<file path="config.mk">
export PLATFORM = sky130hd
export DESIGN_NAME = dcp_ctrl
export DESIGN_NICKNAME = d
export VERILOG_FILES = /design/src/core/dcp_pkg.sv /design/src/core/dcp_ctrl.sv
export VERILOG_INCLUDE_DIRS = /design/src /design/src/core
export SDC_FILE = /design/constraint.sdc
export NUM_CORES = 1
export LEC_CHECK = 0
export BUFFER_PORTS_ARGS = -buffer_cell sky130_fd_sc_hd__buf_4
export CORE_MARGIN = 1.5
export CORE_UTILIZATION = 55
export DETAILED_ROUTE_END_ITERATION = 10
export PLACE_DENSITY = 0.8
export SYNTH_ARGS = -nofsm -noshare
export SYNTH_HDL_FRONTEND = slang
export SYNTH_SLANG_ARGS = --single-unit
export TNS_END_PERCENT = 50
</file>
<file path="constraint.sdc">
create_clock -name core_clk_i -period 4.3 [get_ports core_clk_i]
set_input_delay 1.29 -clock core_clk_i [delete_from_list [all_inputs] [get_ports core_clk_i]]
set_output_delay 1.29 -clock core_clk_i [all_outputs]
set_load 0.01 [all_outputs]
</file>
<file path="src/core/dcp_params.svh">
// Constants for the converter control pin block: word layout, commands,
// control fields and reset values. Definitions only.
`ifndef DCP_PARAMS_SVH
`define DCP_PARAMS_SVH

// Serial word layout
`define DCP_WORD_W 24
`define DCP_CMD_MSB 19
`define DCP_CMD_LSB 16
`define DCP_DATA_MSB 15
`define DCP_DATA_LSB 0
`define DCP_CODE_W 16

// Commands carried in the word
`define DCP_CMD_NOP 4'h0
`define DCP_CMD_WR_IN 4'h1
`define DCP_CMD_UPD 4'h2
`define DCP_CMD_WR_UPD 4'h3
`define DCP_CMD_WR_CTRL 4'h4
`define DCP_CMD_SW_RST 4'hf

// Control register fields
`define DCP_CTRL_W 3
`define DCP_CTRL_CLR_MSB 1
`define DCP_CTRL_CLR_LSB 0
`define DCP_CTRL_BUF_EN 2

// Clear code selections and codes
`define DCP_CLR_ZERO 2'h0
`define DCP_CLR_MID 2'h1
`define DCP_CLR_FULL 2'h2
`define DCP_CODE_ZERO 16'h0000
`define DCP_CODE_MID 16'h8000
`define DCP_CODE_FULL 16'hffff

// Reset values
`define DCP_CTRL_RST 3'h0
`define DCP_WORD_RST 24'h000000
// Synchroniser idle levels: strobe, clear, reset, sclk, frame high; faults low
`define DCP_SYNC_RST 8'h1f

`endif

</file>
<file path="src/core/dcp_pkg.sv">
// Types shared by the converter control pin block.
// Assumes dcp_params.svh is compiled alongside.
package dcp_pkg;

    // Frame tracking states, one-hot
    typedef enum logic [2:0] {
        DCP_IDLE = 3'b001,
        DCP_SHIFT = 3'b010,
        DCP_LATCH = 3'b100
    } dcp_state_t;

endpackage

</file>
<file path="src/core/dcp_ctrl.sv">
// Converter control pin logic: framed serial input, load strobe, clear,
// hardware reset and alert output.
// Assumes every pin input is asynchronous to core_clk_i and slower than
// a quarter of its rate; pin pull-ups are modelled by the pad ring.
`timescale 1ns/100ps
`include "dcp_params.svh"

////////////////////////////////////////////////////////////////////////////////
module dcp_ctrl
    import dcp_pkg::*;
#(
    parameter int WORD_W = `DCP_WORD_W
) (
    // Clock, reset, enable
    input wire logic core_clk_i,
    input wire logic sys_rst_i,
    input wire logic ce_i,
    // Serial link pins
    input wire logic frame_sel_n_i,
    input wire logic sclk_i,
    input wire logic serial_in_i,
    output logic serial_out_o,
    // Control pins
    input wire logic output_load_strobe_n_i,
    input wire logic clear_n_i,
    input wire logic hw_reset_n_i,
    // Fault flags from analog monitors
    input wire logic over_temp_i,
    input wire logic out_short_i,
    input wire logic brownout_i,
    // Status and converter outputs
    output logic alert_n_o,
    output logic [`DCP_CODE_W-1:0] conv_code_o,
    output logic out_clamp_o,
    output logic buf_pd_o
);

    // Elaboration check on word width
    if (WORD_W < `DCP_CMD_MSB + 1) begin : g_bad_width
        $error("WORD_W too small for command field");
    end

    ////////////////////////////////////////////////////////////////////////////
    // Helpers
    function automatic logic fell(input logic prev, input logic cur);
        fell = prev & ~cur;
    endfunction

    function automatic logic [`DCP_CODE_W-1:0] clr_code(input logic [1:0] sel);
        case (sel)
            `DCP_CLR_MID: clr_code = `DCP_CODE_MID;
            `DCP_CLR_FULL: clr_code = `DCP_CODE_FULL;
            default: clr_code = `DCP_CODE_ZERO;
        endcase
    endfunction

    ////////////////////////////////////////////////////////////////////////////
    // Pin synchronisers: stage 1, stage 2, and a history stage for edges
    logic [7:0] s1_r, s2_r, s3_r;
    logic [7:0] s1_nxt, s2_nxt, s3_nxt;
    logic [7:0] pins;

    // Idle levels are high for strobe, clear and reset pins
    localparam logic [7:0] SYNC_RST = `DCP_SYNC_RST;

    assign pins = {brownout_i, out_short_i, over_temp_i, hw_reset_n_i,
                   clear_n_i, output_load_strobe_n_i, sclk_i, frame_sel_n_i};

    always_comb begin
        s1_nxt = ce_i ? pins : s1_r;
        s2_nxt = ce_i ? s1_r : s2_r;
        s3_nxt = ce_i ? s2_r : s3_r;
    end

    always_ff @(posedge core_clk_i or posedge sys_rst_i) begin
        if (sys_rst_i) begin
            s1_r <= SYNC_RST;
            s2_r <= SYNC_RST;
            s3_r <= SYNC_RST;
        end else begin
            s1_r <= s1_nxt;
            s2_r <= s2_nxt;
            s3_r <= s3_nxt;
        end
    end

    // Serial data is sampled together with the clock edges
    logic sin_s1_r, sin_s2_r;

    always_ff @(posedge core_clk_i or posedge sys_rst_i) begin
        if (sys_rst_i) begin
            sin_s1_r <= 1'b0;
            sin_s2_r <= 1'b0;
        end else if (ce_i) begin
            sin_s1_r <= serial_in_i;
            sin_s2_r <= sin_s1_r;
        end
    end

    // Decoded levels and edges
    logic frame_lo, sclk_fall, sclk_rise, frame_rise;
    logic strobe_lo, strobe_fall, clr_fall, hwrst_lo, fault;

    assign frame_lo = ~s2_r[0];
    assign frame_rise = s2_r[0] & ~s3_r[0]; // Frame select returns high
    assign sclk_fall = fell(s3_r[1], s2_r[1]);
    assign sclk_rise = s2_r[1] & ~s3_r[1];
    assign strobe_lo = ~s2_r[2];
    assign strobe_fall = fell(s3_r[2], s2_r[2]);
    assign clr_fall = fell(s3_r[3], s2_r[3]);
    assign hwrst_lo = ~s2_r[4];
    assign fault = |s2_r[7:5];

    ////////////////////////////////////////////////////////////////////////////
    // Frame state machine and shift register
    dcp_state_t state_r, state_nxt;
    logic [WORD_W-1:0] sh_r, sh_nxt;
    logic sout_r, sout_nxt;

    always_comb begin
        state_nxt = state_r;
        sh_nxt = sh_r;
        sout_nxt = sout_r;
        if (ce_i) begin
            case (state_r)
                DCP_IDLE: begin
                    if (frame_lo) begin
                        state_nxt = DCP_SHIFT;
                    end
                end
                DCP_SHIFT: begin
                    if (frame_rise) begin
                        state_nxt = DCP_LATCH;
                    end
                end
                DCP_LATCH: begin
                    state_nxt = DCP_IDLE;
                end
                default: begin
                    state_nxt = DCP_IDLE;
                end
            endcase
            // Accept bits only inside a frame
            if (frame_lo && sclk_fall) begin
                sh_nxt = {sh_r[WORD_W-2:0], sin_s2_r};
            end
            // Present the next outgoing bit on the rising edge
            if (frame_lo && sclk_rise) begin
                sout_nxt = sh_r[WORD_W-1];
            end
            if (hwrst_lo) begin
                state_nxt = DCP_IDLE;
                sh_nxt = WORD_W'(`DCP_WORD_RST);
                sout_nxt = 1'b0;
            end
        end
    end

    always_ff @(posedge core_clk_i or posedge sys_rst_i) begin
        if (sys_rst_i) begin
            state_r <= DCP_IDLE;
            sh_r <= '0;
            sout_r <= 1'b0;
        end else begin
            state_r <= state_nxt;
            sh_r <= sh_nxt;
            sout_r <= sout_nxt;
        end
    end

    ////////////////////////////////////////////////////////////////////////////
    // Command decode, input/converter registers, control and alert
    logic [3:0] cmd;
    logic [`DCP_CODE_W-1:0] wdata;
    logic latch;

    assign latch = ce_i && (state_r == DCP_LATCH) && !hwrst_lo; // One cycle after frame end
    assign cmd = sh_r[`DCP_CMD_MSB:`DCP_CMD_LSB];
    assign wdata = sh_r[`DCP_DATA_MSB:`DCP_DATA_LSB];

    logic [`DCP_CODE_W-1:0] in_r, in_nxt, dac_r, dac_nxt;
    logic [`DCP_CTRL_W-1:0] ctrl_r, ctrl_nxt;
    logic pend_r, pend_nxt, rstf_r, rstf_nxt;
    logic alert_r, alert_nxt, clamp_r, clamp_nxt, pd_r, pd_nxt;

    always_comb begin
        in_nxt = in_r;
        dac_nxt = dac_r;
        ctrl_nxt = ctrl_r;
        pend_nxt = pend_r;
        rstf_nxt = rstf_r;
        clamp_nxt = clamp_r;
        pd_nxt = pd_r;
        alert_nxt = alert_r;
        if (ce_i) begin
            // Strobe falling edge releases a pending value
            if (strobe_fall && pend_r) begin
                dac_nxt = in_r;
                pend_nxt = 1'b0;
            end
            if (latch) begin
                case (cmd)
                    `DCP_CMD_WR_IN: begin
                        in_nxt = wdata;
                        if (strobe_lo) begin
                            dac_nxt = wdata;
                            pend_nxt = 1'b0;
                        end else begin
                            pend_nxt = 1'b1;
                        end
                    end
                    `DCP_CMD_UPD: begin
                        dac_nxt = in_r;
                        pend_nxt = 1'b0;
                    end
                    `DCP_CMD_WR_UPD: begin
                        in_nxt = wdata;
                        dac_nxt = wdata;
                        pend_nxt = 1'b0;
                    end
                    `DCP_CMD_WR_CTRL: begin
                        ctrl_nxt = wdata[`DCP_CTRL_W-1:0];
                        rstf_nxt = 1'b0;
                        pd_nxt = ~wdata[`DCP_CTRL_BUF_EN];
                        clamp_nxt = ~wdata[`DCP_CTRL_BUF_EN];
                    end
                    `DCP_CMD_SW_RST: begin
                        in_nxt = `DCP_CODE_ZERO;
                        dac_nxt = `DCP_CODE_ZERO;
                        ctrl_nxt = `DCP_CTRL_RST;
                        pend_nxt = 1'b0;
                        rstf_nxt = 1'b1;
                        clamp_nxt = 1'b1;
                        pd_nxt = 1'b1;
                    end
                    default: begin
                        in_nxt = in_r;
                    end
                endcase
            end
            // Clear wins over any load in the same cycle
            if (clr_fall) begin
                dac_nxt = clr_code(ctrl_r[`DCP_CTRL_CLR_MSB:`DCP_CTRL_CLR_LSB]);
            end
            // Hardware reset held low forces defaults
            if (hwrst_lo) begin
                in_nxt = `DCP_CODE_ZERO;
                dac_nxt = `DCP_CODE_ZERO;
                ctrl_nxt = `DCP_CTRL_RST;
                pend_nxt = 1'b0;
                rstf_nxt = 1'b1;
                clamp_nxt = 1'b1;
                pd_nxt = 1'b1;
            end
            alert_nxt = ~(fault | rstf_nxt);
        end
    end

    always_ff @(posedge core_clk_i or posedge sys_rst_i) begin
        if (sys_rst_i) begin
            in_r <= `DCP_CODE_ZERO;
            dac_r <= `DCP_CODE_ZERO;
            ctrl_r <= `DCP_CTRL_RST;
            pend_r <= 1'b0;
            rstf_r <= 1'b1;
            alert_r <= 1'b0;
            clamp_r <= 1'b1;
            pd_r <= 1'b1;
        end else begin
            in_r <= in_nxt;
            dac_r <= dac_nxt;
            ctrl_r <= ctrl_nxt;
            pend_r <= pend_nxt;
            rstf_r <= rstf_nxt;
            alert_r <= alert_nxt;
            clamp_r <= clamp_nxt;
            pd_r <= pd_nxt;
        end
    end

    // Outputs straight from flops
    assign serial_out_o = sout_r;
    assign alert_n_o = alert_r;
    assign conv_code_o = dac_r;
    assign out_clamp_o = clamp_r;
    assign buf_pd_o = pd_r;

    ////////////////////////////////////////////////////////////////////////////
    // Checks
    alert_fault_a: assert property (@(posedge core_clk_i) disable iff (sys_rst_i)
        ce_i && fault |=> !alert_n_o) else $error("alert not low on fault");

    alert_reset_a: assert property (@(posedge core_clk_i) disable iff (sys_rst_i)
        ce_i && hwrst_lo ##1 (!ce_i || !latch || cmd != `DCP_CMD_WR_CTRL)[*2] |-> !alert_n_o)
        else $error("alert released without control write");

    clear_load_a: assert property (@(posedge core_clk_i) disable iff (sys_rst_i)
        ce_i && clr_fall && !hwrst_lo |=> conv_code_o == clr_code($past(ctrl_r[`DCP_CTRL_CLR_MSB:`DCP_CTRL_CLR_LSB])))
        else $error("clear code not loaded");

    hw_reset_a: assert property (@(posedge core_clk_i) disable iff (sys_rst_i)
        ce_i && hwrst_lo |=> out_clamp_o && buf_pd_o && conv_code_o == `DCP_CODE_ZERO)
        else $error("hardware reset defaults missing");

    strobe_low_a: assert property (@(posedge core_clk_i) disable iff (sys_rst_i)
        latch && cmd == `DCP_CMD_WR_IN && strobe_lo && !clr_fall |=> conv_code_o == $past(wdata))
        else $error("write with strobe low not transferred");

    strobe_hold_a: assert property (@(posedge core_clk_i) disable iff (sys_rst_i)
        latch && cmd == `DCP_CMD_WR_IN && !strobe_lo && !clr_fall && !strobe_fall
        |=> conv_code_o == $past(conv_code_o) && pend_r) else $error("held write leaked");

    sout_shift_a: assert property (@(posedge core_clk_i) disable iff (sys_rst_i)
        ce_i && frame_lo && sclk_rise && !hwrst_lo |=> serial_out_o == $past(sh_r[WORD_W-1]))
        else $error("serial out not updated on rising edge");

    shift_in_a: assert property (@(posedge core_clk_i) disable iff (sys_rst_i)
        ce_i && frame_lo && sclk_fall && !hwrst_lo |=> sh_r[0] == $past(sin_s2_r))
        else $error("bit not shifted on falling edge");

    frame_idle_a: assert property (@(posedge core_clk_i) disable iff (sys_rst_i)
        ce_i && !frame_lo && !hwrst_lo |=> $stable(sh_r)) else $error("shift outside frame");

    frame_latch_a: assert property (@(posedge core_clk_i) disable iff (sys_rst_i)
        latch && cmd == `DCP_CMD_WR_CTRL |=> !rstf_r ##1 (alert_n_o == !$past(fault)))
        else $error("control write not acted on at frame end");

endmodule

</file>
After elaboration in Yosys (flattened, before gate mapping):

Cells that the tools add are included.

* input port bits: 12
* output and inout port bits: 20
* register bits after elaboration: 88

* equality and inequality tests: 17
* reductions and logical operators: 13
* mux-type cells: 33
* bitwise gates (word level): 14

Operators by type and width (count)
* 16-bit 2-to-1 mux: 7
* 16-bit one-hot mux with 2 select lines: 2
* 16-bit one-hot mux with 4 select lines: 1
* 24-bit 2-to-1 mux: 2
* 1-bit 2-to-1 mux: 11
* 3-bit 2-to-1 mux: 3
* 3-bit AND reduction: 3
* 4-bit by 2-bit equality test with 1-bit output, second input constant: 2
* 1-bit NOT: 8
* 2-bit by 1-bit inequality test with 1-bit output, second input constant: 3
* 3-bit inequality test, second input constant: 2
* 1-bit one-hot mux with 2 select lines: 3
* 3-bit one-hot mux with 2 select lines: 1
* 3-bit OR reduction: 2
* 1-bit bitwise AND: 5
* 1-bit logical AND: 5
* 4-bit by 1-bit equality test with 1-bit output, second input constant: 1
* 4-bit by 3-bit equality test with 1-bit output, second input constant: 1
* 4-bit equality test, second input constant: 1
* 2-bit 2-to-1 mux: 2
* 2-bit one-hot mux with 2 select lines: 1
* 2-bit AND reduction: 2
* 3-bit by 1-bit equality test with 1-bit output, second input constant: 1
* 3-bit by 2-bit equality test with 1-bit output, second input constant: 1
* other kinds (7): 7

Longest topological paths before layout:

* word-level depth: 9
* depth in mapped cells: 6
* gate-level depth less buffers: 5

Worst setup path after synthesis:

OpenSTA, ideal clock, no wires.

* path kind: input -> register
* start: input ce_i
* end: register dac_r[10], in the netlist conv_code_o[10]
* slack: 1.673 ns
* stages on the path: 6
* buffers on the path: 2
* data required time: 4.206 ns
* arrival: 2.533 ns
* cells stage by stage: clkbuf_1 > nand4bb_1 > a311oi_4 > buf_4 > nor2_1 > a221oi_2

* longest elaborated chain between the ends: 5

RTL lines
* start, declared: RTL line dcp_ctrl.sv:17 `input wire logic ce_i,`
* 1-bit logical AND (2 in a row): RTL line dcp_ctrl.sv:177 `assign latch = ce_i && (state_r == DCP_LATCH) && !hwrst_lo;`
* 16-bit 2-to-1 mux: RTL line dcp_ctrl.sv:201 `if (latch) begin`
* 16-bit 2-to-1 mux: RTL line dcp_ctrl.sv:242 `if (clr_fall) begin`
* 16-bit 2-to-1 mux: RTL line dcp_ctrl.sv:246 `if (hwrst_lo) begin`
* end signal, assigned: RTL line dcp_ctrl.sv:262 `` dac_r <= `DCP_CODE_ZERO; ``
* end signal, assigned: RTL line dcp_ctrl.sv:271 `dac_r <= dac_nxt;`
* end, declared: RTL line dcp_ctrl.sv:181 `` logic [`DCP_CODE_W-1:0] in_r, in_nxt, dac_r, dac_nxt; ``

Several ways; a longest one is shown, not always the timed one.
A chain may end at the register's enable or synchronous reset.

Final worst setup path:

* start: input ce_i
* end: register dac_r[13], in the netlist conv_code_o[13]

The elaborated chain is that of the path after synthesis.

==> impl_metrics.tcl <==
set metrics [dict create \
    hold_viol_final 0 \
    syn-cell-area_um2 4650 \
    ys_types 44 \
    antenna_cells 0 \
    clk_latency_ps 380 \
    row_count 33 \
    grt_pass1_wl_um 17900 \
    drv_slew 0 \
    synth_top_area_share_pct 38.2 \
    cts_inserted_buffers 9 \
    fin_crit_sh_pct 70.8 \
    hold_path_class "flip-flop to flip-flop" \
    wl_per_cell_um 18.7 \
    cts_root_buf "clkbuf_8" \
    dp_cells 548 \
    crit_type "input pin to flip-flop" \
    tns_ps 0 \
    status "complete, no violations" \
    finalSetupViolations 0 \
    cts_resized 0 \
    ff_latch_area_um2 2220 \
    rsz0062_at_grt "false" \
    cap_violations 0 \
    yosys.area.top_type "dfrtp_1" \
    ys_ff_latch 88 \
    synth-seq-area-share_pct 47.8 \
    tightestPinTransition_ps 845 \
    fin_util_pct 62.7 \
    die_x_um 95.0 \
    post_route_cells_drive_above_1_share_pct 20.3 \
    cts.htree.levels 3 \
    cts.sinks 88 \
    clkSlewWorstSetupHoldPaths_ps 90 \
    skew_ps 17.9 \
    fin_area_um2 5150 \
    finalNonFillerCells 564 \
    dr.pass1.iters 5 \
    cts_tree "yes" \
    maxSlewHeadroom_pct 43.3 \
    ys_warn_count 0 \
    slowest_stage "nand4b_1" \
    layout_setup_ws_ps 1250 \
    ys.flop_type "dfrtp_1" \
    fp.dieH_um 95.0 \
    dp_slack_ps 913 \
    p_per_area_nw_per_um2 358 \
    cp.required_ps 4550 \
    crit_chain "buf_4 > nand4b_1 > a221o_1 > nor2_1 > a221oi_2" \
    syn_to_final_growth_pct 10.8 \
    place.gp.congestion 0.758 \
    synthArstFlopShare_pct 100 \
    cts_setup_buffers 0 \
    drc 0 \
    grt_usage_pct 26.2 \
    peakVddDrop_mv 0.199 \
    cts_hold_buf 0 \
    cp_max_fo 52 \
    route.vias.total 3595 \
    dpl_cell_area_um2 4940 \
    nets 467 \
    ctsLongestPathBuffers 2 \
    place_hpwl_um 6580 \
    multi_input_area_um2 2230 \
    core_area_um2 8220 \
    synth_area_per_cell_um2 10.6 \
    synth_most_common_cell "dfrtp_1" \
    yosys-top-cells-area "dfrtp_1, dfstp_2, mux2i_1" \
    total_leakage_power_nw 2.28 \
    synth_fp_nets 451 \
    ant_nets 0 \
    n_fill_cell 658 \
    critPathLaunchType "input pin" \
    synth_edf_count 0 \
    grt_antenna_before_repair 0 \
    die_area_um2 9020 \
    grt_pass1_vias 3602 \
    num_io_pins 32 \
    viasPerCell 6.37 \
    drtIter0Drc 234 \
    postSynthCellCount 438 \
    end_kind "flip-flop" \
    fin_crit_ps 3050 \
    yosys-top-cells-count "dfrtp_1, nand2_1, mux2i_1" \
    grt_overflow 0 \
    crit_path_max_incr_delay_ps 780 \
    initial_core_util_pct 56.6 \
    design_power_total_mw 1.85 \
    io_buffers 31 \
    max_freq_mhz 328 \
    cp.arrival_ps 3290 \
    fin_hold_ws_ps 477 \
    routed_wl_um 10600 \
    grt_max_degree 53 \
]
-- final timing paths --
kind	start	end	slack, ps	cells past startpoint
max in group asynchronous	sys_rst_i	s2_r[4]	2470	3
hold / removal	s1_r[2]	s2_r[2]	480	2
hold reg to reg	s1_r[2]	s2_r[2]	480	2
setup reg to reg	sh_r[18]	pend_r	1830	5
min in group asynchronous	sys_rst_i	conv_code_o[14]	1010	2
setup / recovery	ce_i	conv_code_o[13]	1250	5
-- kinds of logic after synthesis --
logic type	after synthesis	synth area share, %
fa+ha+maj	1	0.269
buf+inv	47	4.33
mux	57	12.8
simple gates	137	14.3
compound gates	108	20.5
flops	88	47.8
-- final cells by class --
cell class | count | area share [%]
Sequential cell | 88 | 43.2
Clock buffer | 9 | 2.40
Tap cell | 105 | 2.55
Inverter | 10 | 0.753
Timing Repair Buffer | 42 | 6.12
Multi-Input combinational cell | 303 | 43.3
Clock inverter | 7 | 1.72
-- per-layer routing --
| metal | up-vias | global-route usage (%) | share of wire, % |
|---|---|---|---|
| met5 | - | 0 | 0 |
| met4 | 0 | 12.1 | 2.0 |
| met3 | 24 | 5.72 | 5.8 |
| met2 | 122 | 43.1 | 51 |
| met1 | 1808 | 32.8 | 41 |
| li1 | 1641 | - | - |
-- layout by cell type, fill, tap and decap left out, drive strengths merged, types with 17 or more instances in the layout --
master	n
a221o	17
buf	42
o21ai	20
dfrtp	71
dfstp	17
nand2	53
mux2i	37
mux2	20
nor2	34
-- worst max-delay path, delay by kind of cell --
kind            cells  cell delay (ps)
compound gates      2              580
buf+inv             1              460
simple gates        2              940
-- flip-flops by register name, indices dropped and copies added, names as in the netlist, 2 cells and up --
| register | flops |
|---|---|
| s1_r | 8 |
| in_r | 16 |
| ctrl_r | 2 |
| s2_r | 8 |
| sh_r | 24 |
| s3_r | 4 |
| conv_code_o | 16 |
| state_r | 3 |
-- report_power, final --
part / leakage (nW) / switching (mW) / internal (mW)
clock network: 0.103 / 0.328 / 0.279
logic: 1.03 / 0.168 / 0.128
registers: 1.15 / 0.0570 / 0.887
total: 2.28 / 0.553 / 1.29
(Power assumes the default switching activity.)
